## src/hw/rxm_pkg.sv

```systemverilog
// Package for the receive MAC configuration and status bank.
// Assumes a byte-wide receive stream and APB register access with 32-bit data.
package rxm_pkg;

    // ------------------------------------------------------------
    // Register map (word index; byte address is index * 4)
    // ------------------------------------------------------------
    localparam int unsigned DATA_W = 32;
    localparam int unsigned IDX_W = 12;
    localparam int unsigned ADDR_LSB = 2;
    localparam logic [IDX_W-1:0] IDX_TX_CTRL = 12'h40A;
    localparam logic [IDX_W-1:0] IDX_REV_ID = 12'h500;
    localparam logic [IDX_W-1:0] IDX_SCRATCH = 12'h501;
    localparam logic [IDX_W-1:0] IDX_NAME_LO = 12'h502;
    localparam logic [IDX_W-1:0] IDX_NAME_MID = 12'h503;
    localparam logic [IDX_W-1:0] IDX_NAME_HI = 12'h504;
    localparam logic [IDX_W-1:0] IDX_MAX_LEN = 12'h506;
    localparam logic [IDX_W-1:0] IDX_CRC_FWD = 12'h507;
    localparam logic [IDX_W-1:0] IDX_FAULT = 12'h508;
    localparam logic [IDX_W-1:0] IDX_RX_CTRL = 12'h50A;
    localparam logic [IDX_W-1:0] IDX_IRQ_STAT = 12'h50C;
    localparam logic [IDX_W-1:0] IDX_IRQ_MASK = 12'h50D;

    // ------------------------------------------------------------
    // Field positions and reset values
    // ------------------------------------------------------------
    localparam int unsigned TX_VLAN_DIS_BIT = 1;
    localparam int unsigned RX_STRICT_PRE_BIT = 4;
    localparam int unsigned CRC_FWD_BIT = 0;
    localparam int unsigned MAX_LEN_W = 16;
    localparam logic [MAX_LEN_W-1:0] MAX_LEN_RST = 16'h2580;
    localparam logic [DATA_W-1:0] SCRATCH_RST = 32'h0000_0000;
    localparam logic VLAN_DIS_RST = 1'b0;
    localparam logic CRC_FWD_RST = 1'b0;
    localparam logic STRICT_PRE_RST = 1'b1;

    // Error vector and interrupt bits
    localparam int unsigned ERR_W = 4;
    localparam int unsigned ERR_SFD = 0;
    localparam int unsigned ERR_FCS = 1;
    localparam int unsigned ERR_RUNT = 2;
    localparam int unsigned ERR_OVERSIZE = 3;
    localparam int unsigned IRQ_W = 5;
    localparam int unsigned IRQ_FAULT_CHG = 4;
    localparam int unsigned FAULT_W = 2;
    localparam int unsigned FAULT_LOCAL = 0;
    localparam int unsigned FAULT_REMOTE = 1;

    // ------------------------------------------------------------
    // Framing constants
    // ------------------------------------------------------------
    localparam logic [7:0] PRE_BYTE = 8'h55;
    localparam logic [7:0] SFD_BYTE = 8'hD5;
    localparam logic [3:0] PRE_LEN = 4'h8;
    localparam int unsigned FCS_LEN = 4;
    localparam logic [MAX_LEN_W-1:0] MIN_FRAME = 16'h0040;
    localparam logic [31:0] CRC_INIT = 32'hFFFF_FFFF;
    localparam logic [31:0] CRC_POLY = 32'hEDB8_8320;
    localparam logic [31:0] CRC_RESIDUE = 32'hDEBB_20E3;

    // ------------------------------------------------------------
    // Stream carriers
    // ------------------------------------------------------------
    typedef struct packed {
        logic valid;
        logic sop;
        logic eop;
        logic [7:0] data;
    } rxm_beat_t;

    typedef struct packed {
        logic valid;
        logic sop;
        logic eop;
        logic [7:0] data;
        logic [ERR_W-1:0] err;
    } rxm_client_t;

endpackage

```

## src/hw/rxm_crc32_step.sv

```systemverilog
// One-byte step of the reflected frame check sequence polynomial.
// Purely combinational; the caller holds the running remainder.
`timescale 1ns/100ps
module rxm_crc32_step (
    // Running remainder
    input wire logic [31:0] crc_in,
    // New byte, least significant bit first on the wire
    input wire logic [7:0] data_in,
    // Updated remainder
    output logic [31:0] crc_out
);

    // ------------------------------------------------------------
    // Bitwise update
    // ------------------------------------------------------------
    function automatic logic [31:0] crc_byte(input logic [31:0] c, input logic [7:0] d);
        logic [31:0] r;
        r = c;
        for (int i = 0; i < 8; i++) begin
            if (r[0] ^ d[i]) begin
                r = (r >> 1) ^ rxm_pkg::CRC_POLY;
            end else begin
                r = r >> 1;
            end
        end
        return r;
    endfunction

    assign crc_out = crc_byte(crc_in, data_in);

endmodule

```

## src/hw/rxm_csr_bank.sv

```systemverilog
// Receive MAC configuration and status bank with its byte-wide frame checker.
// Assumes an APB master on the register side and a PCS that flags fault
// sequences as levels; the receive stream carries preamble and SFD first.
`timescale 1ns/100ps
module rxm_csr_bank #(
    parameter int unsigned ADDR_W = 16,
    // Identity values below are arbitrary
    parameter logic [31:0] REV_ID = 32'h0001_0000,
    parameter logic [31:0] NAME_LO = 32'h5258_4D41,
    parameter logic [31:0] NAME_MID = 32'h4352_5831,
    parameter logic [15:0] NAME_HI = 16'h5253
) (
    // Clock and reset
    input wire logic clk,
    input wire logic rst,
    // APB slave
    input wire logic psel,
    input wire logic penable,
    input wire logic pwrite,
    input wire logic [ADDR_W-1:0] paddr,
    input wire logic [31:0] pwdata,
    input wire logic [3:0] pstrb,
    output logic [31:0] prdata,
    output logic pready,
    output logic pslverr,
    // Receive stream from the PCS side
    input wire rxm_pkg::rxm_beat_t rx_in,
    // Receive client stream
    output rxm_pkg::rxm_client_t rx_out,
    // Fault sequence detection and link mode
    input wire logic fault_local_seen,
    input wire logic fault_remote_seen,
    input wire logic link_unidir_en,
    // Controls and interrupt
    output logic vlan_detect_disable,
    output logic irq
);

    // ------------------------------------------------------------
    // Elaboration checks
    // ------------------------------------------------------------
    if (ADDR_W < rxm_pkg::IDX_W + rxm_pkg::ADDR_LSB) begin : g_bad_addr
        $error("ADDR_W too narrow for the register map");
    end

    // ------------------------------------------------------------
    // State
    // ------------------------------------------------------------
    typedef struct packed {
        logic vlan_dis;
        logic [31:0] scratch;
        logic [rxm_pkg::MAX_LEN_W-1:0] max_len;
        logic crc_fwd;
        logic strict_pre;
        logic [rxm_pkg::IRQ_W-1:0] irq_stat;
        logic [rxm_pkg::IRQ_W-1:0] irq_mask;
        logic irq;
        logic [31:0] rdata;
        logic [rxm_pkg::FAULT_W-1:0] fault;
        logic in_frame;
        logic [3:0] pre_cnt;
        logic pre_bad;
        logic [rxm_pkg::MAX_LEN_W-1:0] len;
        logic [31:0] crc;
        logic [2:0] hold_cnt;
        logic [rxm_pkg::FCS_LEN-1:0][7:0] hold;
        logic sop_pend;
        rxm_pkg::rxm_client_t out;
    } rxm_state_t;

    rxm_state_t st_ff;
    rxm_state_t nxt_st;
    logic [31:0] crc_step;

    rxm_crc32_step u_crc (
        .crc_in(st_ff.crc),
        .data_in(rx_in.data),
        .crc_out(crc_step)
    );

    // ------------------------------------------------------------
    // Decode helpers
    // ------------------------------------------------------------
    function automatic logic [rxm_pkg::IDX_W-1:0] word_idx(input logic [ADDR_W-1:0] a);
        return a[rxm_pkg::ADDR_LSB +: rxm_pkg::IDX_W];
    endfunction

    function automatic logic is_mapped(input logic [rxm_pkg::IDX_W-1:0] i);
        logic hit;
        hit = 1'b0;
        case (i)
            rxm_pkg::IDX_TX_CTRL,
            rxm_pkg::IDX_REV_ID,
            rxm_pkg::IDX_SCRATCH,
            rxm_pkg::IDX_NAME_LO,
            rxm_pkg::IDX_NAME_MID,
            rxm_pkg::IDX_NAME_HI,
            rxm_pkg::IDX_MAX_LEN,
            rxm_pkg::IDX_CRC_FWD,
            rxm_pkg::IDX_FAULT,
            rxm_pkg::IDX_RX_CTRL,
            rxm_pkg::IDX_IRQ_STAT,
            rxm_pkg::IDX_IRQ_MASK: hit = 1'b1;
            default: hit = 1'b0;
        endcase
        return hit;
    endfunction

    // Byte-enable merge shared by every writable word
    function automatic logic [31:0] merge(input logic [31:0] old, input logic [31:0] wd,
                                          input logic [3:0] be);
        logic [31:0] r;
        r = old;
        for (int b = 0; b < 4; b++) begin
            if (be[b]) begin
                r[8*b +: 8] = wd[8*b +: 8];
            end
        end
        return r;
    endfunction

    function automatic logic [31:0] read_word(input logic [rxm_pkg::IDX_W-1:0] i,
                                              input rxm_state_t s);
        logic [31:0] r;
        r = 32'h0000_0000;
        case (i)
            rxm_pkg::IDX_TX_CTRL: r[rxm_pkg::TX_VLAN_DIS_BIT] = s.vlan_dis;
            rxm_pkg::IDX_REV_ID: r = REV_ID;
            rxm_pkg::IDX_SCRATCH: r = s.scratch;
            rxm_pkg::IDX_NAME_LO: r = NAME_LO;
            rxm_pkg::IDX_NAME_MID: r = NAME_MID;
            rxm_pkg::IDX_NAME_HI: r = {16'h0000, NAME_HI};
            rxm_pkg::IDX_MAX_LEN: r[rxm_pkg::MAX_LEN_W-1:0] = s.max_len;
            rxm_pkg::IDX_CRC_FWD: r[rxm_pkg::CRC_FWD_BIT] = s.crc_fwd;
            rxm_pkg::IDX_FAULT: r[rxm_pkg::FAULT_W-1:0] = s.fault;
            rxm_pkg::IDX_RX_CTRL: r[rxm_pkg::RX_STRICT_PRE_BIT] = s.strict_pre;
            rxm_pkg::IDX_IRQ_STAT: r[rxm_pkg::IRQ_W-1:0] = s.irq_stat;
            rxm_pkg::IDX_IRQ_MASK: r[rxm_pkg::IRQ_W-1:0] = s.irq_mask;
            default: r = 32'h0000_0000;
        endcase
        return r;
    endfunction

    // ------------------------------------------------------------
    // Next-state logic
    // ------------------------------------------------------------
    logic apb_setup;
    logic apb_write;
    logic [rxm_pkg::IDX_W-1:0] idx;
    logic [31:0] wmerged;
    logic [rxm_pkg::IRQ_W-1:0] irq_set;
    logic [rxm_pkg::IRQ_W-1:0] irq_clr;
    logic [rxm_pkg::FAULT_W-1:0] fault_now;
    logic [rxm_pkg::MAX_LEN_W-1:0] len_new;
    logic [rxm_pkg::ERR_W-1:0] err_now;

    assign idx = word_idx(paddr);
    assign apb_setup = psel && !penable;
    assign apb_write = psel && penable && pwrite && is_mapped(idx);

    always_comb begin
        nxt_st = st_ff;
        wmerged = 32'h0000_0000;
        irq_set = '0;
        irq_clr = '0;
        fault_now = '0;
        len_new = st_ff.len;
        err_now = '0;

        // Read data is captured in the setup cycle so prdata comes from a flop
        if (apb_setup) begin
            nxt_st.rdata = read_word(idx, st_ff);
        end

        // Register writes, reserved bits dropped by taking only field slices
        if (apb_write) begin
            case (idx)
                rxm_pkg::IDX_TX_CTRL: begin
                    wmerged = merge({30'h0, st_ff.vlan_dis, 1'b0}, pwdata, pstrb);
                    nxt_st.vlan_dis = wmerged[rxm_pkg::TX_VLAN_DIS_BIT];
                end
                rxm_pkg::IDX_SCRATCH: begin
                    nxt_st.scratch = merge(st_ff.scratch, pwdata, pstrb);
                end
                rxm_pkg::IDX_MAX_LEN: begin
                    wmerged = merge({16'h0000, st_ff.max_len}, pwdata, pstrb);
                    nxt_st.max_len = wmerged[rxm_pkg::MAX_LEN_W-1:0];
                end
                rxm_pkg::IDX_CRC_FWD: begin
                    wmerged = merge({31'h0, st_ff.crc_fwd}, pwdata, pstrb);
                    nxt_st.crc_fwd = wmerged[rxm_pkg::CRC_FWD_BIT];
                end
                rxm_pkg::IDX_RX_CTRL: begin
                    wmerged = merge({27'h0, st_ff.strict_pre, 4'h0}, pwdata, pstrb);
                    nxt_st.strict_pre = wmerged[rxm_pkg::RX_STRICT_PRE_BIT];
                end
                rxm_pkg::IDX_IRQ_STAT: begin
                    wmerged = merge(32'h0000_0000, pwdata, pstrb);
                    irq_clr = wmerged[rxm_pkg::IRQ_W-1:0];
                end
                rxm_pkg::IDX_IRQ_MASK: begin
                    wmerged = merge({27'h0, st_ff.irq_mask}, pwdata, pstrb);
                    nxt_st.irq_mask = wmerged[rxm_pkg::IRQ_W-1:0];
                end
                default: wmerged = 32'h0000_0000;
            endcase
        end

        // Fault status: bidirectional hides remote behind local
        if (link_unidir_en) begin
            fault_now[rxm_pkg::FAULT_LOCAL] = fault_local_seen;
            fault_now[rxm_pkg::FAULT_REMOTE] = fault_remote_seen;
        end else begin
            fault_now[rxm_pkg::FAULT_LOCAL] = fault_local_seen;
            fault_now[rxm_pkg::FAULT_REMOTE] = fault_remote_seen && !fault_local_seen;
        end
        nxt_st.fault = fault_now;
        if (fault_now != st_ff.fault) begin
            irq_set[rxm_pkg::IRQ_FAULT_CHG] = 1'b1;
        end

        // Client stream defaults: one-cycle beats, data held
        nxt_st.out.valid = 1'b0;
        nxt_st.out.sop = 1'b0;
        nxt_st.out.eop = 1'b0;
        nxt_st.out.err = '0;

        if (rx_in.valid) begin
            if (rx_in.sop) begin
                // First preamble byte opens a frame; a new sop aborts an open one
                nxt_st.in_frame = !rx_in.eop;
                nxt_st.pre_cnt = 4'h1;
                nxt_st.pre_bad = st_ff.strict_pre && (rx_in.data != rxm_pkg::PRE_BYTE);
                nxt_st.len = '0;
                nxt_st.crc = rxm_pkg::CRC_INIT;
                nxt_st.hold_cnt = 3'h0;
                nxt_st.sop_pend = 1'b1;
            end else if (st_ff.in_frame && st_ff.pre_cnt < rxm_pkg::PRE_LEN) begin
                nxt_st.pre_cnt = st_ff.pre_cnt + 4'h1;
                if (st_ff.pre_cnt == rxm_pkg::PRE_LEN - 4'h1) begin
                    // SFD is always checked, preamble bytes only when strict
                    if (rx_in.data != rxm_pkg::SFD_BYTE) begin
                        nxt_st.pre_bad = 1'b1;
                    end
                end else if (st_ff.strict_pre && rx_in.data != rxm_pkg::PRE_BYTE) begin
                    nxt_st.pre_bad = 1'b1;
                end
                // End inside the preamble drops the frame silently
                if (rx_in.eop) begin
                    nxt_st.in_frame = 1'b0;
                end
            end else if (st_ff.in_frame) begin
                if (st_ff.len != '1) begin
                    len_new = st_ff.len + 16'h0001;
                end
                nxt_st.len = len_new;
                nxt_st.crc = crc_step;
                if (st_ff.crc_fwd) begin
                    nxt_st.out.valid = 1'b1;
                    nxt_st.out.data = rx_in.data;
                    nxt_st.out.sop = st_ff.sop_pend;
                    nxt_st.out.eop = rx_in.eop;
                    nxt_st.sop_pend = 1'b0;
                end else begin
                    // Four-byte delay keeps the FCS out of the client stream
                    nxt_st.hold = {st_ff.hold[rxm_pkg::FCS_LEN-2:0], rx_in.data};
                    if (st_ff.hold_cnt == 3'(rxm_pkg::FCS_LEN)) begin
                        nxt_st.out.valid = 1'b1;
                        nxt_st.out.data = st_ff.hold[rxm_pkg::FCS_LEN-1];
                        nxt_st.out.sop = st_ff.sop_pend;
                        nxt_st.out.eop = rx_in.eop;
                        nxt_st.sop_pend = 1'b0;
                    end else begin
                        nxt_st.hold_cnt = st_ff.hold_cnt + 3'h1;
                    end
                end
                if (rx_in.eop) begin
                    nxt_st.in_frame = 1'b0;
                    err_now[rxm_pkg::ERR_SFD] = st_ff.pre_bad;
                    err_now[rxm_pkg::ERR_FCS] = crc_step != rxm_pkg::CRC_RESIDUE;
                    err_now[rxm_pkg::ERR_RUNT] = len_new < rxm_pkg::MIN_FRAME;
                    err_now[rxm_pkg::ERR_OVERSIZE] = len_new > st_ff.max_len;
                    nxt_st.out.err = err_now;
                    irq_set[rxm_pkg::ERR_W-1:0] = err_now;
                end
            end
        end

        // Sticky status: a set in the clearing cycle survives
        nxt_st.irq_stat = (st_ff.irq_stat & ~irq_clr) | irq_set;
        nxt_st.irq = |(nxt_st.irq_stat & nxt_st.irq_mask);
    end

    // ------------------------------------------------------------
    // State register
    // ------------------------------------------------------------
    always_ff @(posedge clk) begin
        if (rst) begin
            st_ff <= '0;
            st_ff.vlan_dis <= rxm_pkg::VLAN_DIS_RST;
            st_ff.scratch <= rxm_pkg::SCRATCH_RST;
            st_ff.max_len <= rxm_pkg::MAX_LEN_RST;
            st_ff.crc_fwd <= rxm_pkg::CRC_FWD_RST;
            st_ff.strict_pre <= rxm_pkg::STRICT_PRE_RST;
            st_ff.crc <= rxm_pkg::CRC_INIT;
        end else begin
            st_ff <= nxt_st;
        end
    end

    // ------------------------------------------------------------
    // Outputs
    // ------------------------------------------------------------
    // Zero wait states: every access completes in its first access cycle
    assign pready = 1'b1;
    assign pslverr = psel && penable && !is_mapped(idx);
    assign prdata = st_ff.rdata;
    assign rx_out = st_ff.out;
    assign vlan_detect_disable = st_ff.vlan_dis;
    assign irq = st_ff.irq;

endmodule

```

## config.mk

```make
export PLATFORM = sky130hd
export DESIGN_NAME = rxm_csr_bank
export DESIGN_NICKNAME = d
export VERILOG_FILES = /design/src/hw/rxm_pkg.sv /design/src/hw/rxm_crc32_step.sv /design/src/hw/rxm_csr_bank.sv
export SDC_FILE = /design/constraint.sdc
export NUM_CORES = 1
export LEC_CHECK = 0
export ABC_AREA = 1
export ABC_CLOCK_PERIOD_IN_PS = 2360
export BUFFER_PORTS_ARGS = -buffer_cell sky130_fd_sc_hd__clkbuf_2
export CORE_MARGIN = 4
export CORE_UTILIZATION = 28
export DETAILED_ROUTE_END_ITERATION = 10
export GPL_ROUTABILITY_DRIVEN = 0
export GPL_TIMING_DRIVEN = 0
export PLACE_DENSITY = 0.42
export RECOVER_POWER = 50
export SYNTH_ARGS = -nofsm -noshare
export SYNTH_HDL_FRONTEND = slang
export SYNTH_HIERARCHICAL = 1
export SYNTH_SLANG_ARGS = --single-unit
```

## constraint.sdc

```tcl
create_clock -name clk -period 2.36 [get_ports clk]
set_input_delay 0.472 -clock clk [delete_from_list [all_inputs] [get_ports clk]]
set_output_delay 0.472 -clock clk [all_outputs]
set_load 0.05 [all_outputs]
```

==> flow_summary.yaml <==
outcome:
  status: "complete, but fails checks"
  violations: "setup timing"
timing:
  min_period_ns: 2.520
  setup_viol: 3
  final.setup_skew_ns: 0.01250
  drv_slew: 0
  finalHoldViolCount: 0
  setup_ws_ns: -0.1596
  rsz0062_at_grt: "yes"
  slew_headroom_pct: 34.09
  tightest_slew_ns: 0.9887
  fin_crit_sh_pct: 106.8
  hold-worst-slack_ns: 0.1915
  max_freq_mhz: 396.9
final_layout:
  register_area_mm2: 0.004070
  nNetsFinal: 1800
  diodes: 0
  drive_above_1_share_pct: 24.74
  stdcell_area_mm2: 0.01395
  fill_cells: 4347
  areaGrowthSynthToFinish_pct: 23.79
  fin_cells: 2247
  multiInputGateArea_mm2: 0.006221
yosys:
  async_flop_share_pct: 0
  syn_nets: 1627
  synth_cells: 1538
  yosys.cell_types.count: 51
  synth_largest_area_cell: "dfxtp_1"
  synthTopCellsByCount: "nand2_1, dfxtp_1, nor2_1"
  netlist.area_leader.share_pct: 35.70
  synthesis.area_mm2: 0.01127
  synth.area.top_cells: "dfxtp_1, nand2_1, nor2_1, inv_1, a211oi_2"
  ys.flop_type: "dfxtp_1"
  yosys_warnings: 6
  ys_ff_latch: 201
  synth_most_common_cell: "nand2_1"
  avgSynthCellArea_um2: 7.329
  ys_seq_area_share_pct: 35.70
  synth_edf_count: 0
place:
  port_buffers: 114
  postPlaceCellArea_mm2: 0.01253
  dp_hpwl_mm: 28.79
  dpl.cell_count: 2177
die:
  start_util_pct: 28.37
  ios: 122
  dieArea_mm2: 0.04353
  fp.coreArea_mm2: 0.03973
  dieHeight_um: 208.6
  rows: 73
  fp.dieW_um: 208.6
hold_path:
  hold_depth: 3
  holdPathEnd: "st_ff[105]$_SDFF_PP0_"
  worstHoldPathType: "primary input to flop"
  min_from: "fault_local_seen"
global_routing:
  antenna_found_initial: 0
  grt_max_degree: 12
  grt_pass1_wl_mm: 58.11
  grt_pass1_vias: 9938
  track_usage_pct: 16.77
  grt.overflow.total: 0
critical_path:
  arrival_ns: 2.99
  rrSetupSlack_ns: -0.16
  endpoint_kind: "flop"
  worstSetupPathType: "flop to flop"
  r2r_end: "irq$_SDFF_PP0_"
  r2r-start: "st_ff[84]$_SDFFE_PP0P_"
  path_max_fanout: 4
  cp.required_ns: 2.83
  r2r.worst_path.cells: 21
  startpoint_type: "flop"
clock_tree:
  cts-root-buf: "clkbuf_16"
  clkTransAtPathRegs_ns: 0.06
  cts_hold_buf: 0
  cts_inserted_buffers: 25
  htreeDepth: 1
  clock_sinks: 201
  clkLatencyLatePin_ns: 0.54
  clockBufferDepth: 3
  cts_tree: "yes"
routing:
  drt-total-wl_mm: 38.00
  postRouteAntennaNets: 0
  dr.pass1.iters: 4
  via_per_inst: 4.649
  first_iter_violations: 552
  vias: 10446
  wire_per_inst_um: 16.91
  drc_errors: 0
flow_run:
  cap_violations: 0
power_and_ir_drop:
  power_leakage_nw: 6.082
  ir_worst_vdd_mv: 0.4193
  p_per_area_mw_per_mm2: 616.5
[metal layers]
layer / up-vias / GRT usage [%] / wire length (um)
li1: 5330 / - / -
met2: 194 / 28.08 / 17610
met5: - / 0 / 0
met1: 4885 / 23.47 / 18180
met3: 37 / 2.357 / 1607
met4: 0 / 2.858 / 603
[final cells by class]
type                       count  area share (%)
sequential                   201           29.17
clock buffer                  34           5.228
inverter                     183           5.013
buffer                       113           4.842
clock inverter                 4          0.5022
tap                          525           4.708
timing repair buffer         146           5.954
multi-input combinational   1041           44.58
[worst max-delay path by stage]
stage / from / end / slack (ns) / cells after the start
6_report: st_ff[84]$_SDFFE_PP0P_ / irq$_SDFF_PP0_ / -0.16 / 21
5_1_grt: st_ff[84]$_SDFFE_PP0P_ / irq$_SDFF_PP0_ / -0.38 / 20
4_1_cts: st_ff[84]$_SDFFE_PP0P_ / irq$_SDFF_PP0_ / -0.29 / 21
3_5_place_dp: rx_in[6] / irq$_SDFF_PP0_ / -1.01 / 22
3_3_place_gp: rx_in[6] / irq$_SDFF_PP0_ / -1.01 / 22
2_1_floorplan: paddr[13] / pslverr / 0.01 / 9
[cells by family after synthesis]
group / share of synthesized area [%]
buffers and inverters: 12.08
flip-flops: 35.70
AND/OR/NAND/NOR: 26.70
XOR/XNOR: 5.284
other: 0.03327
adder cells (fa/ha/maj): 1.998
AO/OA/AOI/OAI: 18.22
[per-stage QoR]
step	setup TNS (ns)	setup WS, ns	total power [mW]	util, %
after floorplan	0	0.01302	4.316	-
after global placement	-25.19	-1.006	4.692	31.53
after detailed placement	-25.46	-1.009	4.692	31.53
after CTS	-0.6954	-0.2873	8.629	34.42
after global routing	-1.159	-0.3757	8.956	35.12
final	-0.3267	-0.1596	8.603	35.12
[flip-flops by register name, indices dropped and copies added, names as in the netlist]
signal               count
vlan_detect_disable      1
rx_out                  15
irq                      1
prdata                  32
st_ff                  152
[critical path, stage by stage, from the launching register on]
cell     delay, ns
dfxtp_4       0.36
ha_4          0.14
inv_4         0.04
nor2_4        0.11
nand2_4       0.08
nor2_4        0.17
nor2_1        0.06
inv_1         0.06
nor2_1        0.05
xor2_1        0.16
ha_1          0.32
nand2_1       0.07
o21a_1        0.20
o21ai_2       0.12
nand3_1       0.08
nand2_1       0.07
inv_1         0.03
nand2_1       0.06
nand2_2       0.07
nand2_2       0.08
nand2_2       0.07
nand2_2       0.07
[where the power goes]
group          internal [mW]  switching [mW]  leakage (nW)  total, mW
logic                  0.447           0.851          4.05       1.30
registers               3.44          0.0412          1.64       3.48
clock network           2.34            1.48         0.397       3.82
total                   6.23            2.38          6.08       8.60
[layout by cell type (no fill, tap or decap), types with 44 or more instances in the layout]
master    synthesis  final
nand2_1         281    260
dfxtp_1         201    178
nor2_1          177    170
inv_1           167    162
clkbuf_2          0     98
o21ai_0          98     96
nand3_1          95     94
a21oi_1          89     87
buf_4            48     75
clkbuf_1         52     69
a211oi_2         43     44
[repair_timing]
action	4_1_cts	5_1_grt
gates resized for setup	56	57
pin swaps	28	29
endpoints found under the setup margin	14	44
setup buffers	20	13
(Power assumes the default switching activity.)
